## src/logic/enh_regs_cfg.svh

```systemverilog
// register offsets, field positions, masks and reset values
`ifndef ENH_REGS_CFG_SVH
`define ENH_REGS_CFG_SVH

// ----------------------------------------------------------------
// register offsets
// ----------------------------------------------------------------
`define A_CALIB 8'h4e
`define A_LINE 8'h4f
`define A_FRM_HI 8'h50
`define A_FRM_LO 8'h51
`define A_TEXT 8'h52
`define A_EDGE 8'h53
`define A_AUX 8'h54
`define A_PX_HI 8'h55
`define A_PX_LO 8'h56
`define A_PY_HI 8'h57
`define A_PY_LO 8'h58
`define A_PIX_HI 8'h59
`define A_PIX_MID 8'h5a
`define A_PIX_LO 8'h5b
`define A_CLR 8'h66

// ----------------------------------------------------------------
// status and clear bit positions
// ----------------------------------------------------------------
`define B_QUAL 2
`define B_FREQ 1
`define B_NFS 0
`define C_QUAL 2
`define C_FREQ 1
`define C_NFS 0

// ----------------------------------------------------------------
// writable-bit masks and reset values
// ----------------------------------------------------------------
`define TEXT_MASK 8'h7d
`define EDGE_MASK 8'h7d
`define AUX_MASK 8'h6f
`define TEXT_RST 8'h00
`define EDGE_RST 8'h14
`define AUX_RST 8'h05

// ----------------------------------------------------------------
// level limits
// ----------------------------------------------------------------
`define TEXT_LVL_MIN 5'h00
`define TEXT_LVL_MAX 5'h0e
`define EDGE_LVL_MIN 5'h01
`define EDGE_LVL_MAX 5'h13

`endif

```

## src/logic/enh_regs_pkg.sv

```systemverilog
// types shared by the status, enhancement and probe register slice
package enh_regs_pkg;

   typedef struct packed {
      logic [7:0] addr;
      logic wr;
      logic rd;
      logic [7:0] wdata;
   } reg_req_t;

   typedef struct packed {
      logic text_en;
      logic [4:0] text_level;
      logic edge_en;
      logic [4:0] edge_level;
      logic [3:0] text_thresh;
      logic [1:0] fm_mode;
   } enh_cfg_t;

   typedef struct packed {
      logic [7:0] text_ff;
      logic [7:0] edge_ff;
      logic [7:0] aux_ff;
      logic [10:0] px_ff;
      logic [10:0] py_ff;
      logic qual_ff;
      logic freq_ff;
      logic nfs_ff;
      logic [7:0] frm_lo_ff;
      logic [15:0] pix_lo_ff;
      logic [7:0] rdata_ff;
   } regs_st_t;

   typedef struct packed {
      logic s1_ff;
      logic s2_ff;
      logic s3_ff;
      logic level_ff;
      logic seen_ff;
      logic [15:0] cnt_ff;
      logic [15:0] result_ff;
   } period_st_t;

endpackage

```

## src/logic/status_enhance_probe_regs.sv

```systemverilog
// status flags, sync period counts, enhancement controls and pixel probe
//
// Behaviour
// - quality-ready flag in status bit 2
// - frequency-calibration-done flag in status bit 1
// - not-full-screen flag in status bit 0
// - 8-bit line period in clock cycles
// - 16-bit frame period in clock cycles
// - text control bit 0 enables text boost
// - text level bits 6..2, range 0..14
// - sharpness control bit 0 enables sharpening
// - sharpness level bits 6..2, range 1..19
// - aux bits 3..0 give text threshold
// - aux bits 6..5 pick frame modulation
// - 11-bit probe column over two registers
// - 11-bit probe row over two registers
// - 24-bit probed pixel over three registers
// - clear bit zero drops not-full-screen flag
`timescale 1ns/1ps
`include "enh_regs_cfg.svh"

module status_enhance_probe_regs
   import enh_regs_pkg::*;
#(
   parameter int LINE_W = 8,
   parameter int FRAME_W = 16
) (
   input logic MCLK,
   input logic RSTN,
   input reg_req_t REG_REQ,
   output logic [7:0] REG_RDATA,
   input logic QUALITY_DONE,
   input logic FREQ_DONE,
   input logic NONFULL_DET,
   input logic HSYNC_IN,
   input logic VSYNC_IN,
   input logic [23:0] PROBE_PIXEL,
   output enh_cfg_t ENHANCE,
   output logic [10:0] PROBE_X,
   output logic [10:0] PROBE_Y
);

   // ----------------------------------------------------------------
   // reset release
   // ----------------------------------------------------------------
   logic rst_meta_ff;
   logic rst_n;

   always_ff @(posedge MCLK or negedge RSTN) begin
      if (!RSTN) begin
         rst_meta_ff <= 1'b0;
         rst_n <= 1'b0;
      end else begin
         rst_meta_ff <= 1'b1;
         rst_n <= rst_meta_ff;
      end
   end

   // ----------------------------------------------------------------
   // helpers
   // ----------------------------------------------------------------
   // out-of-range levels are held at the nearest legal one so the
   // filters never see a code they were not built for
   function automatic logic [4:0] clamp_lvl(input logic [4:0] v,
                                            input logic [4:0] lo,
                                            input logic [4:0] hi);
      logic [4:0] r;
      r = v;
      if (v < lo) begin
         r = lo;
      end else if (v > hi) begin
         r = hi;
      end
      return r;
   endfunction

   function automatic logic [7:0] hi3(input logic [10:0] v);
      return {5'h00, v[10:8]};
   endfunction

   // ----------------------------------------------------------------
   // period meters
   // ----------------------------------------------------------------
   logic [LINE_W-1:0] line_period;
   logic [FRAME_W-1:0] frame_period;
   logic [15:0] frame_wide;

   period_meter #(.W(LINE_W)) u_line (
      .clk(MCLK),
      .rst_n(rst_n),
      .sync_pin(HSYNC_IN),
      .period(line_period)
   );

   period_meter #(.W(FRAME_W)) u_frame (
      .clk(MCLK),
      .rst_n(rst_n),
      .sync_pin(VSYNC_IN),
      .period(frame_period)
   );

   assign frame_wide = 16'(frame_period);

   // ----------------------------------------------------------------
   // register state
   // ----------------------------------------------------------------
   regs_st_t s_ff;
   regs_st_t nxt_s;
   logic wr_clr;
   logic clr_nfs;
   logic clr_freq;
   logic clr_qual;
   logic [7:0] rd_val;

   always_comb begin
      nxt_s = s_ff;
      wr_clr = REG_REQ.wr && (REG_REQ.addr == `A_CLR);
      clr_nfs = wr_clr && REG_REQ.wdata[`C_NFS];
      clr_freq = wr_clr && REG_REQ.wdata[`C_FREQ];
      clr_qual = wr_clr && REG_REQ.wdata[`C_QUAL];
      rd_val = 8'h00;

      // a detection landing with its clear keeps the flag set
      nxt_s.qual_ff = (s_ff.qual_ff && !clr_qual) || QUALITY_DONE;
      nxt_s.freq_ff = (s_ff.freq_ff && !clr_freq) || FREQ_DONE;
      nxt_s.nfs_ff = (s_ff.nfs_ff && !clr_nfs) || NONFULL_DET;

      if (REG_REQ.wr) begin
         case (REG_REQ.addr)
            `A_TEXT: begin
               nxt_s.text_ff = REG_REQ.wdata & `TEXT_MASK;
            end
            `A_EDGE: begin
               nxt_s.edge_ff = REG_REQ.wdata & `EDGE_MASK;
            end
            `A_AUX: begin
               nxt_s.aux_ff = REG_REQ.wdata & `AUX_MASK;
            end
            `A_PX_HI: begin
               nxt_s.px_ff[10:8] = REG_REQ.wdata[2:0];
            end
            `A_PX_LO: begin
               nxt_s.px_ff[7:0] = REG_REQ.wdata;
            end
            `A_PY_HI: begin
               nxt_s.py_ff[10:8] = REG_REQ.wdata[2:0];
            end
            `A_PY_LO: begin
               nxt_s.py_ff[7:0] = REG_REQ.wdata;
            end
            default: begin
            end
         endcase
      end

      case (REG_REQ.addr)
         `A_CALIB: begin
            rd_val = {5'h00, s_ff.qual_ff, s_ff.freq_ff, s_ff.nfs_ff};
         end
         `A_LINE: begin
            rd_val = 8'(line_period);
         end
         `A_FRM_HI: begin
            rd_val = frame_wide[15:8];
         end
         `A_FRM_LO: begin
            rd_val = s_ff.frm_lo_ff;
         end
         `A_TEXT: begin
            rd_val = s_ff.text_ff;
         end
         `A_EDGE: begin
            rd_val = s_ff.edge_ff;
         end
         `A_AUX: begin
            rd_val = s_ff.aux_ff;
         end
         `A_PX_HI: begin
            rd_val = hi3(s_ff.px_ff);
         end
         `A_PX_LO: begin
            rd_val = s_ff.px_ff[7:0];
         end
         `A_PY_HI: begin
            rd_val = hi3(s_ff.py_ff);
         end
         `A_PY_LO: begin
            rd_val = s_ff.py_ff[7:0];
         end
         `A_PIX_HI: begin
            rd_val = PROBE_PIXEL[23:16];
         end
         `A_PIX_MID: begin
            rd_val = s_ff.pix_lo_ff[15:8];
         end
         `A_PIX_LO: begin
            rd_val = s_ff.pix_lo_ff[7:0];
         end
         default: begin
            rd_val = 8'h00;
         end
      endcase

      if (REG_REQ.rd) begin
         nxt_s.rdata_ff = rd_val;
         // high byte first freezes the rest, so a pair or triple of
         // reads always belongs to one measurement or one pixel
         if (REG_REQ.addr == `A_FRM_HI) begin
            nxt_s.frm_lo_ff = frame_wide[7:0];
         end
         if (REG_REQ.addr == `A_PIX_HI) begin
            nxt_s.pix_lo_ff = PROBE_PIXEL[15:0];
         end
      end
   end

   always_ff @(posedge MCLK or negedge rst_n) begin
      if (!rst_n) begin
         s_ff <= '0;
         s_ff.text_ff <= `TEXT_RST;
         s_ff.edge_ff <= `EDGE_RST;
         s_ff.aux_ff <= `AUX_RST;
      end else begin
         s_ff <= nxt_s;
      end
   end

   // ----------------------------------------------------------------
   // outputs
   // ----------------------------------------------------------------
   assign REG_RDATA = s_ff.rdata_ff;
   assign PROBE_X = s_ff.px_ff;
   assign PROBE_Y = s_ff.py_ff;

   always_comb begin
      ENHANCE.text_en = s_ff.text_ff[0];
      ENHANCE.text_level = clamp_lvl(s_ff.text_ff[6:2], `TEXT_LVL_MIN,
                                     `TEXT_LVL_MAX);
      ENHANCE.edge_en = s_ff.edge_ff[0];
      ENHANCE.edge_level = clamp_lvl(s_ff.edge_ff[6:2], `EDGE_LVL_MIN,
                                     `EDGE_LVL_MAX);
      ENHANCE.text_thresh = s_ff.aux_ff[3:0];
      ENHANCE.fm_mode = s_ff.aux_ff[6:5];
   end
endmodule

```

## src/logic/period_meter.sv

```systemverilog
// counts clock cycles between rising edges of a sync pin
`timescale 1ns/1ps
`include "enh_regs_cfg.svh"

module period_meter
   import enh_regs_pkg::*;
#(
   parameter int W = 8
) (
   input logic clk,
   input logic rst_n,
   input logic sync_pin,
   output logic [W-1:0] period
);

   // counter saturates rather than wrapping on very long periods
   localparam logic [15:0] MAXC = 16'((33'h1 << W) - 33'h1);

   period_st_t s_ff;
   period_st_t nxt_s;
   logic rise;

   // ----------------------------------------------------------------
   // pin filter and counter
   // ----------------------------------------------------------------
   always_comb begin
      nxt_s = s_ff;
      nxt_s.s1_ff = sync_pin;
      nxt_s.s2_ff = s_ff.s1_ff;
      nxt_s.s3_ff = s_ff.s2_ff;
      rise = (s_ff.s2_ff == s_ff.s3_ff) && s_ff.s2_ff && !s_ff.level_ff;
      if (s_ff.s2_ff == s_ff.s3_ff) begin
         nxt_s.level_ff = s_ff.s2_ff;
      end
      if (rise) begin
         nxt_s.cnt_ff = 16'h0001;
         nxt_s.seen_ff = 1'b1;
         // first edge only starts timing: no partial period shown
         if (s_ff.seen_ff) begin
            nxt_s.result_ff = s_ff.cnt_ff;
         end
      end else if (s_ff.cnt_ff != MAXC) begin
         nxt_s.cnt_ff = s_ff.cnt_ff + 16'h0001;
      end
   end

   always_ff @(posedge clk or negedge rst_n) begin
      if (!rst_n) begin
         s_ff <= '0;
      end else begin
         s_ff <= nxt_s;
      end
   end

   assign period = s_ff.result_ff[W-1:0];
endmodule

```

## config.mk

```make
export PLATFORM = sky130hd
export DESIGN_NAME = status_enhance_probe_regs
export DESIGN_NICKNAME = d
export VERILOG_FILES = /design/src/logic/enh_regs_pkg.sv /design/src/logic/status_enhance_probe_regs.sv /design/src/logic/period_meter.sv
export VERILOG_INCLUDE_DIRS = /design/src /design/src/logic
export SDC_FILE = /design/constraint.sdc
export NUM_CORES = 1
export LEC_CHECK = 0
export BUFFER_PORTS_ARGS = -buffer_cell sky130_fd_sc_hd__buf_2
export CORE_UTILIZATION = 55
export CTS_CLUSTER_SIZE = 40
export DETAILED_ROUTE_END_ITERATION = 16
export PLACE_DENSITY_LB_ADDON = 0.15
export SLEW_MARGIN = 10
export SYNTH_ARGS = -nofsm -noshare
export SYNTH_HDL_FRONTEND = slang
export SYNTH_HIERARCHICAL = 1
export SYNTH_SLANG_ARGS = --single-unit
```

## constraint.sdc

```tcl
create_clock -name MCLK -period 8.4 [get_ports MCLK]
set_input_delay 0.84 -clock MCLK [delete_from_list [all_inputs] [get_ports MCLK]]
set_output_delay 0.84 -clock MCLK [all_outputs]
set_load 0.02 [all_outputs]
```

## Word-level counts from Yosys, hierarchy flattened

Cells that the tools add are included.

- Memories: 0
- Bits in registers: 143
- Input bits: 49
- Bits in writable memories: 0
- Bits in latches: 0
- Word-level logic and storage cells: 95
- Memory bits (read-only): 0
- Output and inout bits: 48

- Shift-type cells: 0
- Order comparisons: 4
- Equal/unequal tests: 19
- Add/sub/neg operators: 2
- $mul: 0
- Reduce and logical (&&, ||, !) cells: 32
- Bitwise gates (word level): 0
- Muxes and demuxes: 9
- Div/mod/pow operators: 0

Operator list:

| cell | number |
|---|---|
| 8-bit by 7-bit == test with 1-bit output (second input constant) | 15 |
| 8-bit one-hot mux with 14 select lines | 1 |
| 16-bit 2-to-1 mux | 4 |
| 16-bit by 1-bit adder with 16-bit output (second input constant) | 2 |
| 2-bit AND reduction | 11 |
| 5-bit 2-to-1 mux | 4 |
| 16-bit != test (second input constant) | 1 |
| 16-bit by 8-bit != test with 1-bit output (second input constant) | 1 |
| 1-bit logical AND | 11 |
| 5-bit by 1-bit < comparator with 1-bit output (second input constant) | 2 |
| 5-bit by 4-bit > comparator with 1-bit output (second input constant) | 1 |
| 5-bit > comparator (second input constant) | 1 |
| 1-bit zero test | 5 |
| 2-bit nonzero test | 2 |
| 1-bit logical OR | 3 |
| 1-bit == test | 2 |

## Depth between registers and ports, before layout

Gate-level depths: netlist of the first run.

- Word-level depth: 6
- Depth in mapped cells: 7
- Mapped depth without buffers: 5

## Modules after synthesis

The synthesis of the first run kept the hierarchy.

By module, submodules not included:

| module | cells each | instances | seq. area each (µm²) | area each (µm²) |
|---|---|---|---|---|
| status_enhance_probe_regs | 374 | 1 | 1931.9 | 4334.2 |
| period_meter (u_frame) | 150 | 1 | 925.9 | 1726.7 |
| period_meter (u_line) | 122 | 1 | 725.7 | 1373.8 |

## Worst setup path after synthesis of the first run

OpenSTA, ideal clock, no wires.

- Path type: input to register
- Start point: input REG_REQ[8] in the netlist's numbering
- End point: register s_ff[13] in the netlist's numbering
- Buffers on the path: 2
- Stages: 5
- Path slack: 6.109 ns
- Arrival: 2.167 ns
- Path through: buf_4 -> clkinv_1 -> nor4_4 -> buf_6 -> mux2_2

- Cells in the longest elaborated chain, start to end: 1

RTL lines:

| element | RTL line | text |
|---|---|---|
| from (decl) | status_enhance_probe_regs.sv:30 | `input reg_req_t REG_REQ,` |
| 2-bit AND reduction (no source line) | -- |  |
| to (signal assigned) | status_enhance_probe_regs.sv:224 | `s_ff <= nxt_s;` |
| to (decl) | status_enhance_probe_regs.sv:107 | `regs_st_t s_ff;` |

No other way between the ends.
A chain may end at the register's enable or synchronous reset.

## Worst setup path in the final report of the first run

- Start point: input REG_REQ[10] in the netlist's numbering
- End point: register s_ff[14] in the netlist's numbering

- Cells in the longest elaborated chain, start to end: 2

RTL lines:

| element |
|---|
| 8-bit by 7-bit == test with 1-bit output |
| 2-bit AND reduction (no source line) |

No other way between the ends.

==> results_dict.tcl, run 1 <==
set metrics [dict create \
    core_area_um2 13190 \
    areaGrowthSynthToFinish_pct 8.499 \
    hp-class "in2async" \
    p_sw_mw 0.4662 \
    synthAdderAreaFrac_pct 0.6732 \
    synthMuxAreaShare_pct 16.06 \
    synth_cell_type_count 80 \
    fin_area_um2 8066 \
    die_h_um 118.3 \
    wire_per_inst_um 20.35 \
    critPathRequiredTime_ns 8.70 \
    ant_nets 0 \
    peakVddDrop_mv 0.1401 \
    synth_compound_area_share_pct 10.65 \
    routed_wirelength_um 17510 \
    start_util_pct 56.37 \
    htree_levels 4 \
    vias_per_cell 6.022 \
    seqPwrFrac_pct 47.5 \
    post_cts_resized 0 \
    skew_ns 0.008350 \
    diodes 0 \
    path_clk_slew_ns 0.06 \
    grt_max_degree 81 \
    synthArstFlopShare_pct 100.0 \
    r2r_end "u_frame/period[10]$_DFFE_PN0P_" \
    synth_top_family_by_area "multiplexers" \
    finalPower_mw 1.748 \
    synth-main-ff-cell "dfrtp_1" \
    combPwrFrac_pct 11.1 \
    hold_viol 0 \
    switching_share_pct 26.67 \
    worst_setup_path_end_kind "flop" \
    cts_root_buffer "clkbuf_16" \
    die_w_um 118.3 \
    drtIter0Drc 347 \
    antenna_found_initial 0 \
    r2r_cells 4 \
    cts_buffers 17 \
    rsz0062_at_grt "false" \
    place_area_um2 7501 \
    io_pins 97 \
    cts_setup_buffers 0 \
    min_period_ns 3.029 \
    drv_cap 0 \
    grt_pass1_vias 5153 \
    overflow 0 \
    fillers 1120 \
    syn-num-nets 699 \
    setup_viol 0 \
    synthXorXnorAreaFrac_pct 1.060 \
    track_usage_pct 26.51 \
    ys_ff_latch 143 \
    cts_tree "yes" \
    cellInternalPower_mw 1.282 \
    clkLatencyLatePin_ns 0.42 \
    seq_area_frac_synth_pct 48.20 \
    worstSetupPathType "in2reg" \
    power_density_nw_per_um2 216.7 \
    finalSetupTns_ns 0 \
    crit_arrival_ns 3.33 \
    gp_congestion 0.8907 \
    holdBufCountCts 0 \
    syn_area_um2 7435 \
    start_kind "input pin" \
    remaining_drc_errors 0 \
    worst_slew_pin_slew_ns 1.227 \
    fin_nets 724 \
    dr.pass1.iters 4 \
    cts_sinks 143 \
    hpwl_um 12400 \
    die_area_um2 13990 \
    slew-limit-headroom_pct 17.58 \
    syn_avg_cell_area_um2 11.51 \
    outcome "complete, no violations" \
    clock_path_buffers 2 \
    reg2reg_slack_ns 5.82 \
    synth_enable_flop_cells 0 \
    synthCells 646 \
    power_frac_clock_pct 41.5 \
    multiInputGateArea_um2 3177 \
    grt_pass1_wl_um 28260 \
    max_freq_ghz 0.3301 \
    vias 5179 \
    cellLeakagePower_nw 3.786 \
    row_count 42 \
    rr_startpoint "u_frame/nxt_s[34]$_DFF_PN0_" \
    synth_warnings 6 \
    drive_above_1_share_pct 37.28 \
    utilization_pct 61.16 \
    io_buffer_count 95 \
    ff_latch_area_um2 3587 \
    finalMaxSlewViolations 0 \
    post-route-period-util_pct 36.06 \
    synth-simple-area-share_pct 14.19 \
    cp_max_fo 29 \
]
[worst max-delay path: stages]
cell,delay [ns]
buf_2,0.47
inv_1,0.44
nor4_4,1.15
mux2_2,0.43
[per-layer routing]
metal	global-route usage [%]	routed length [um]	vias to the layer above
met2	42.46	8540	159
met4	12.82	551	0
met5	0	0	-
met3	4.440	771	35
li1	-	-	2373
met1	35.07	7641	2612
[cell usage in the layout, fill, tap and decap left out, types with 3 or more instances in the layout]
master     count
or2_2          3
and3_1        10
mux2_2        94
ha_1           4
mux2i_1        9
xnor2_1        7
a21o_1         4
a22o_1         5
clkinv_2       7
o31ai_1        3
nand2_1       39
or3_1         10
a32oi_1        5
nor3_1         8
clkbuf_16     17
nor2b_1        8
a221oi_1       4
o21ai_0       15
dfrtp_1      138
nand3_1       23
a22oi_1        4
a32o_1         3
a21oi_1       24
a31oi_1       11
inv_1          8
nor4_1         6
nand2b_1       6
a31o_2         3
nor2_1        20
o211ai_1       3
buf_2         95
nand4_1       10
dfstp_2        4
[kinds of logic after synthesis]
| logic type | after synthesis |
|---|---|
| DFF | 143 |
| xor gates and xnor gates | 9 |
| and+or+nand+nor | 174 |
| buffers and inverters | 99 |
| muxes | 105 |
| other | 2 |
| AOI/OAI and AO/OA | 110 |
| adders and majority gates | 4 |
[synthesized netlist by cell type (all sizes together), types with 5 or more instances]
| cell type | n | area (um^2) |
|---|---|---|
| a21oi | 24 | 120.1 |
| a22o | 5 | 43.79 |
| a31oi | 12 | 90.09 |
| a32oi | 5 | 43.79 |
| and3 | 10 | 62.56 |
| buf | 79 | 598.1 |
| clkbuf | 11 | 42.54 |
| dfrtp | 139 | 3478 |
| inv | 8 | 30.03 |
| mux2 | 94 | 1059 |
| mux2i | 9 | 90.09 |
| nand2 | 39 | 146.4 |
| nand2b | 6 | 37.54 |
| nand3 | 26 | 152.7 |
| nand4 | 11 | 83.83 |
| nor2 | 22 | 87.58 |
| nor2b | 10 | 77.58 |
| nor3 | 10 | 66.32 |
| nor4 | 10 | 105.1 |
| o21ai | 15 | 75.07 |
| or3 | 10 | 62.56 |
| xnor2 | 7 | 61.31 |
[layout make-up]
type | count | share of cell area, %
clock buffers | 20 | 5.537
clock inverters | 12 | 1.474
inverters | 9 | 0.4188
multi-input cells | 404 | 39.38
flip-flops and latches | 143 | 44.47
well taps | 176 | 2.730
repair buffers | 96 | 5.987
[power by group through the flow]
| stage | registers [mW] | logic, mW | clock network (mW) |
|---|---|---|---|
| after floorplan | 0.818 | 0.180 | 0 |
| after global placement | 0.837 | 0.185 | 0 |
| after detailed placement | 0.842 | 0.193 | 0 |
| after CTS | 0.830 | 0.194 | 0.735 |
| after global routing | 0.840 | 0.215 | 0.762 |
| final | 0.830 | 0.193 | 0.725 |
[registers in the layout, indices dropped and copies added, names as in the netlist]
name	cells
s_ff	37
u_frame/s_ff	19
u_line/s_ff	19
u_frame/period	16
PROBE_X	11
PROBE_Y	11
ENHANCE	8
REG_RDATA	8
u_line/period	8
u_frame/nxt_s	2
u_line/nxt_s	2
rst_meta_ff	1
rst_n	1
[stage by stage]
step	hold slack (ns)	std cells	setup slack, ns
after CTS	0.1791	860	5.433
final	0.1916	860	5.371
after floorplan	0.3312	646	4.128
after detailed placement	0.3363	828	4.990
after global routing	0.1872	860	5.283
after global placement	0.3339	828	5.046
[worst max path at each step]
| stage | start | endpoint | slack (ns) |
|---|---|---|---|
| global route | REG_REQ[10] | s_ff[21]$_DFFE_PN0P_ | 5.28 |
| global placement | REG_REQ[10] | s_ff[20]$_DFFE_PN0P_ | 5.05 |
| finish | REG_REQ[10] | s_ff[14]$_DFFE_PN0P_ | 5.37 |
| detailed placement | REG_REQ[10] | s_ff[14]$_DFFE_PN0P_ | 4.99 |
| CTS | REG_REQ[10] | s_ff[14]$_DFFE_PN0P_ | 5.43 |
| floorplan | rst_n$_DFF_PN0_ | ENHANCE[0]$_DFFE_PN0P_ | 4.13 |
Power figures use the tool's default switching activity.
==> run 2, diff against run 1 <==
--- a/config.mk
+++ b/config.mk
@@ -7,7 +7,7 @@
 export NUM_CORES = 1
 export LEC_CHECK = 0
 export BUFFER_PORTS_ARGS = -buffer_cell sky130_fd_sc_hd__buf_2
-export CORE_UTILIZATION = 55
+export CORE_UTILIZATION = 53
 export CTS_CLUSTER_SIZE = 40
 export DETAILED_ROUTE_END_ITERATION = 16
 export PLACE_DENSITY_LB_ADDON = 0.15
==> constraint.sdc (replaced) <==
create_clock -name MCLK -period 2.74 [get_ports MCLK]
set_input_delay 0.274 -clock MCLK [delete_from_list [all_inputs] [get_ports MCLK]]
set_output_delay 0.274 -clock MCLK [all_outputs]
set_load 0.02 [all_outputs]
==> results_dict.tcl, run 2 (synthesized netlist as in run 1, its figures left out) <==
set metrics [dict create \
    outcome "complete, no violations" \
    crit_arrival_ns 2.37 \
    cts_tree "yes" \
    grt_max_degree 56 \
    place_area_um2 7616 \
    track_usage_pct 26.09 \
    use_met2_pct 42.28 \
    busiest_layer "met2" \
    worst_slew_pin_slew_ns 0.7212 \
    io_pins 97 \
    skew_ns 0.006433 \
    cts_root_buffer "clkbuf_16" \
    start_util_pct 55.26 \
    path_clk_slew_ns 0.06 \
    biggestRegsByFlops "s_ff: 37 flops, u_frame/s_ff: 19 flops, u_line/s_ff: 19 flops" \
    rr_startpoint "u_frame/s_ff[16]$_DFFE_PN0P_" \
    ant_nets 0 \
    overflow 0 \
    final_cells 876 \
    min_period_ns 2.063 \
    vias_per_cell 5.993 \
    io_buffer_count 95 \
    holdBufCountCts 3 \
    largest_register "s_ff" \
    core_area_um2 13450 \
    wire_per_inst_um 20.27 \
    clkLatencyLatePin_ns 0.43 \
    die_w_um 120.4 \
    remaining_drc_errors 0 \
    seqPwrFrac_pct 43.4 \
    post-route-period-util_pct 75.28 \
    grt_pass1_vias 5218 \
    routed_wirelength_um 17760 \
    hold_path_end "s_ff[32]$_DFF_PN0_" \
    worstHoldStart "NONFULL_DET" \
    cellInternalPower_mw 4.392 \
    fin_nets 739 \
    slew-limit-headroom_pct 51.92 \
    htree_levels 4 \
    critPathRequiredTime_ns 3.04 \
    row_count 42 \
    fin_ws_ns 0.6774 \
    finalSetupTns_ns 0 \
    drtIter0Drc 349 \
    die_area_um2 14510 \
    p_sw_mw 1.474 \
    dr.pass1.iters 6 \
    cp_max_fo 9 \
    multiInputGateArea_um2 3177 \
    clock_path_buffers 2 \
    power_density_nw_per_um2 703.4 \
    max_freq_ghz 0.4848 \
    cts_buffers 17 \
    cellLeakagePower_nw 3.930 \
    drive_above_1_share_pct 38.48 \
    largest_register_ffs 37 \
    rsz0062_at_grt "false" \
    final_common_cell "dfrtp_1" \
    post_cts_resized 0 \
    gp_congestion 0.9091 \
    ff_latch_area_um2 3587 \
    r2r_end "u_frame/s_ff[16]$_DFFE_PN0P_" \
    switching_share_pct 25.13 \
    reg2reg_slack_ns 0.68 \
    power_frac_clock_pct 46.2 \
    dp.cells 840 \
    hold_viol 0 \
    fillers 1093 \
    setup_viol 0 \
    met1_usage_pct 34.64 \
    finalMaxSlewViolations 0 \
    worstSetupPathType "reg2reg" \
    hp-class "in2reg" \
    fin_area_um2 8339 \
    vias 5250 \
    grt_pass1_wl_um 28610 \
    areaGrowthSynthToFinish_pct 12.17 \
    cts_setup_buffers 0 \
    start_kind "flop" \
    r2r_cells 5 \
    die_h_um 120.4 \
    peakVddDrop_mv 0.3740 \
    met3_usage_pct 4.953 \
    drv_cap 0 \
    mostFrequentLayoutCells "138 x dfrtp_1, 95 x buf_2, 94 x mux2_2" \
    hpwl_um 12880 \
    place_ws_ns 0.5977 \
    cts_sinks 143 \
    antenna_found_initial 1 \
    worst_setup_path_end_kind "flop" \
    combPwrFrac_pct 10.5 \
    whs_path_depth 2 \
]
==> run 2: metal layers <==
layer | vias to the layer above | routed length (um)
met2 | 175 | 8553
met4 | 0 | 529
met1 | 2630 | 7806
li1 | 2410 | -
met3 | 35 | 866
met5 | - | 0
==> run 2: area by class of cell <==
cell class              count  area share [%]
diodes                      1         0.03001
clock buffers              17           5.101
clock inverters            15           3.181
inverters                   9          0.4051
multi-input cells         404           38.09
flip-flops and latches    143           43.02
well taps                 176           2.641
repair buffers            111           7.532
==> run 2: worst max path at each step <==
stage / from / to / slack (ns)
final: u_frame/s_ff[16]$_DFFE_PN0P_ / u_frame/s_ff[16]$_DFFE_PN0P_ / 0.68
after global routing: u_frame/s_ff[16]$_DFFE_PN0P_ / u_frame/s_ff[16]$_DFFE_PN0P_ / 0.53
after CTS: u_frame/s_ff[16]$_DFFE_PN0P_ / u_frame/s_ff[16]$_DFFE_PN0P_ / 0.66
after detailed placement: REG_REQ[13] / PROBE_Y[2]$_DFFE_PN0P_ / 0.60
after global placement: REG_REQ[13] / PROBE_Y[1]$_DFFE_PN0P_ / 0.64
after floorplan: rst_n$_DFF_PN0_ / ENHANCE[0]$_DFFE_PN0P_ / 0.37
==> run 2: power groups by stage <==
stage	logic, mW	registers, mW	clock network (mW)
2_1_floorplan	0.551	2.51	0
3_3_place_gp	0.590	2.56	0
3_5_place_dp	0.614	2.58	0
4_1_cts	0.618	2.54	2.74
5_1_grt	0.685	2.58	2.85
6_report	0.615	2.54	2.71
==> run 2: through the flow <==
| step | util (%) | hold WS [ns] | power (mW) |
|---|---|---|---|
| floorplan | - | -0.02159 | 3.060 |
| global placement | 56.61 | 0.05748 | 3.153 |
| detailed placement | 56.61 | 0.06212 | 3.193 |
| CTS | 61.97 | 0.03549 | 5.901 |
| global route | 61.97 | 0.03520 | 6.111 |
| finish | 61.99 | 0.03770 | 5.866 |
==> run 2: critical path, stage by stage (launching register included) <==
cell	delay [ns]
dfrtp_1	0.43
ha_1	0.27
nand4_4	0.17
or4_1	0.78
xnor2_1	0.23
nand2_1	0.07
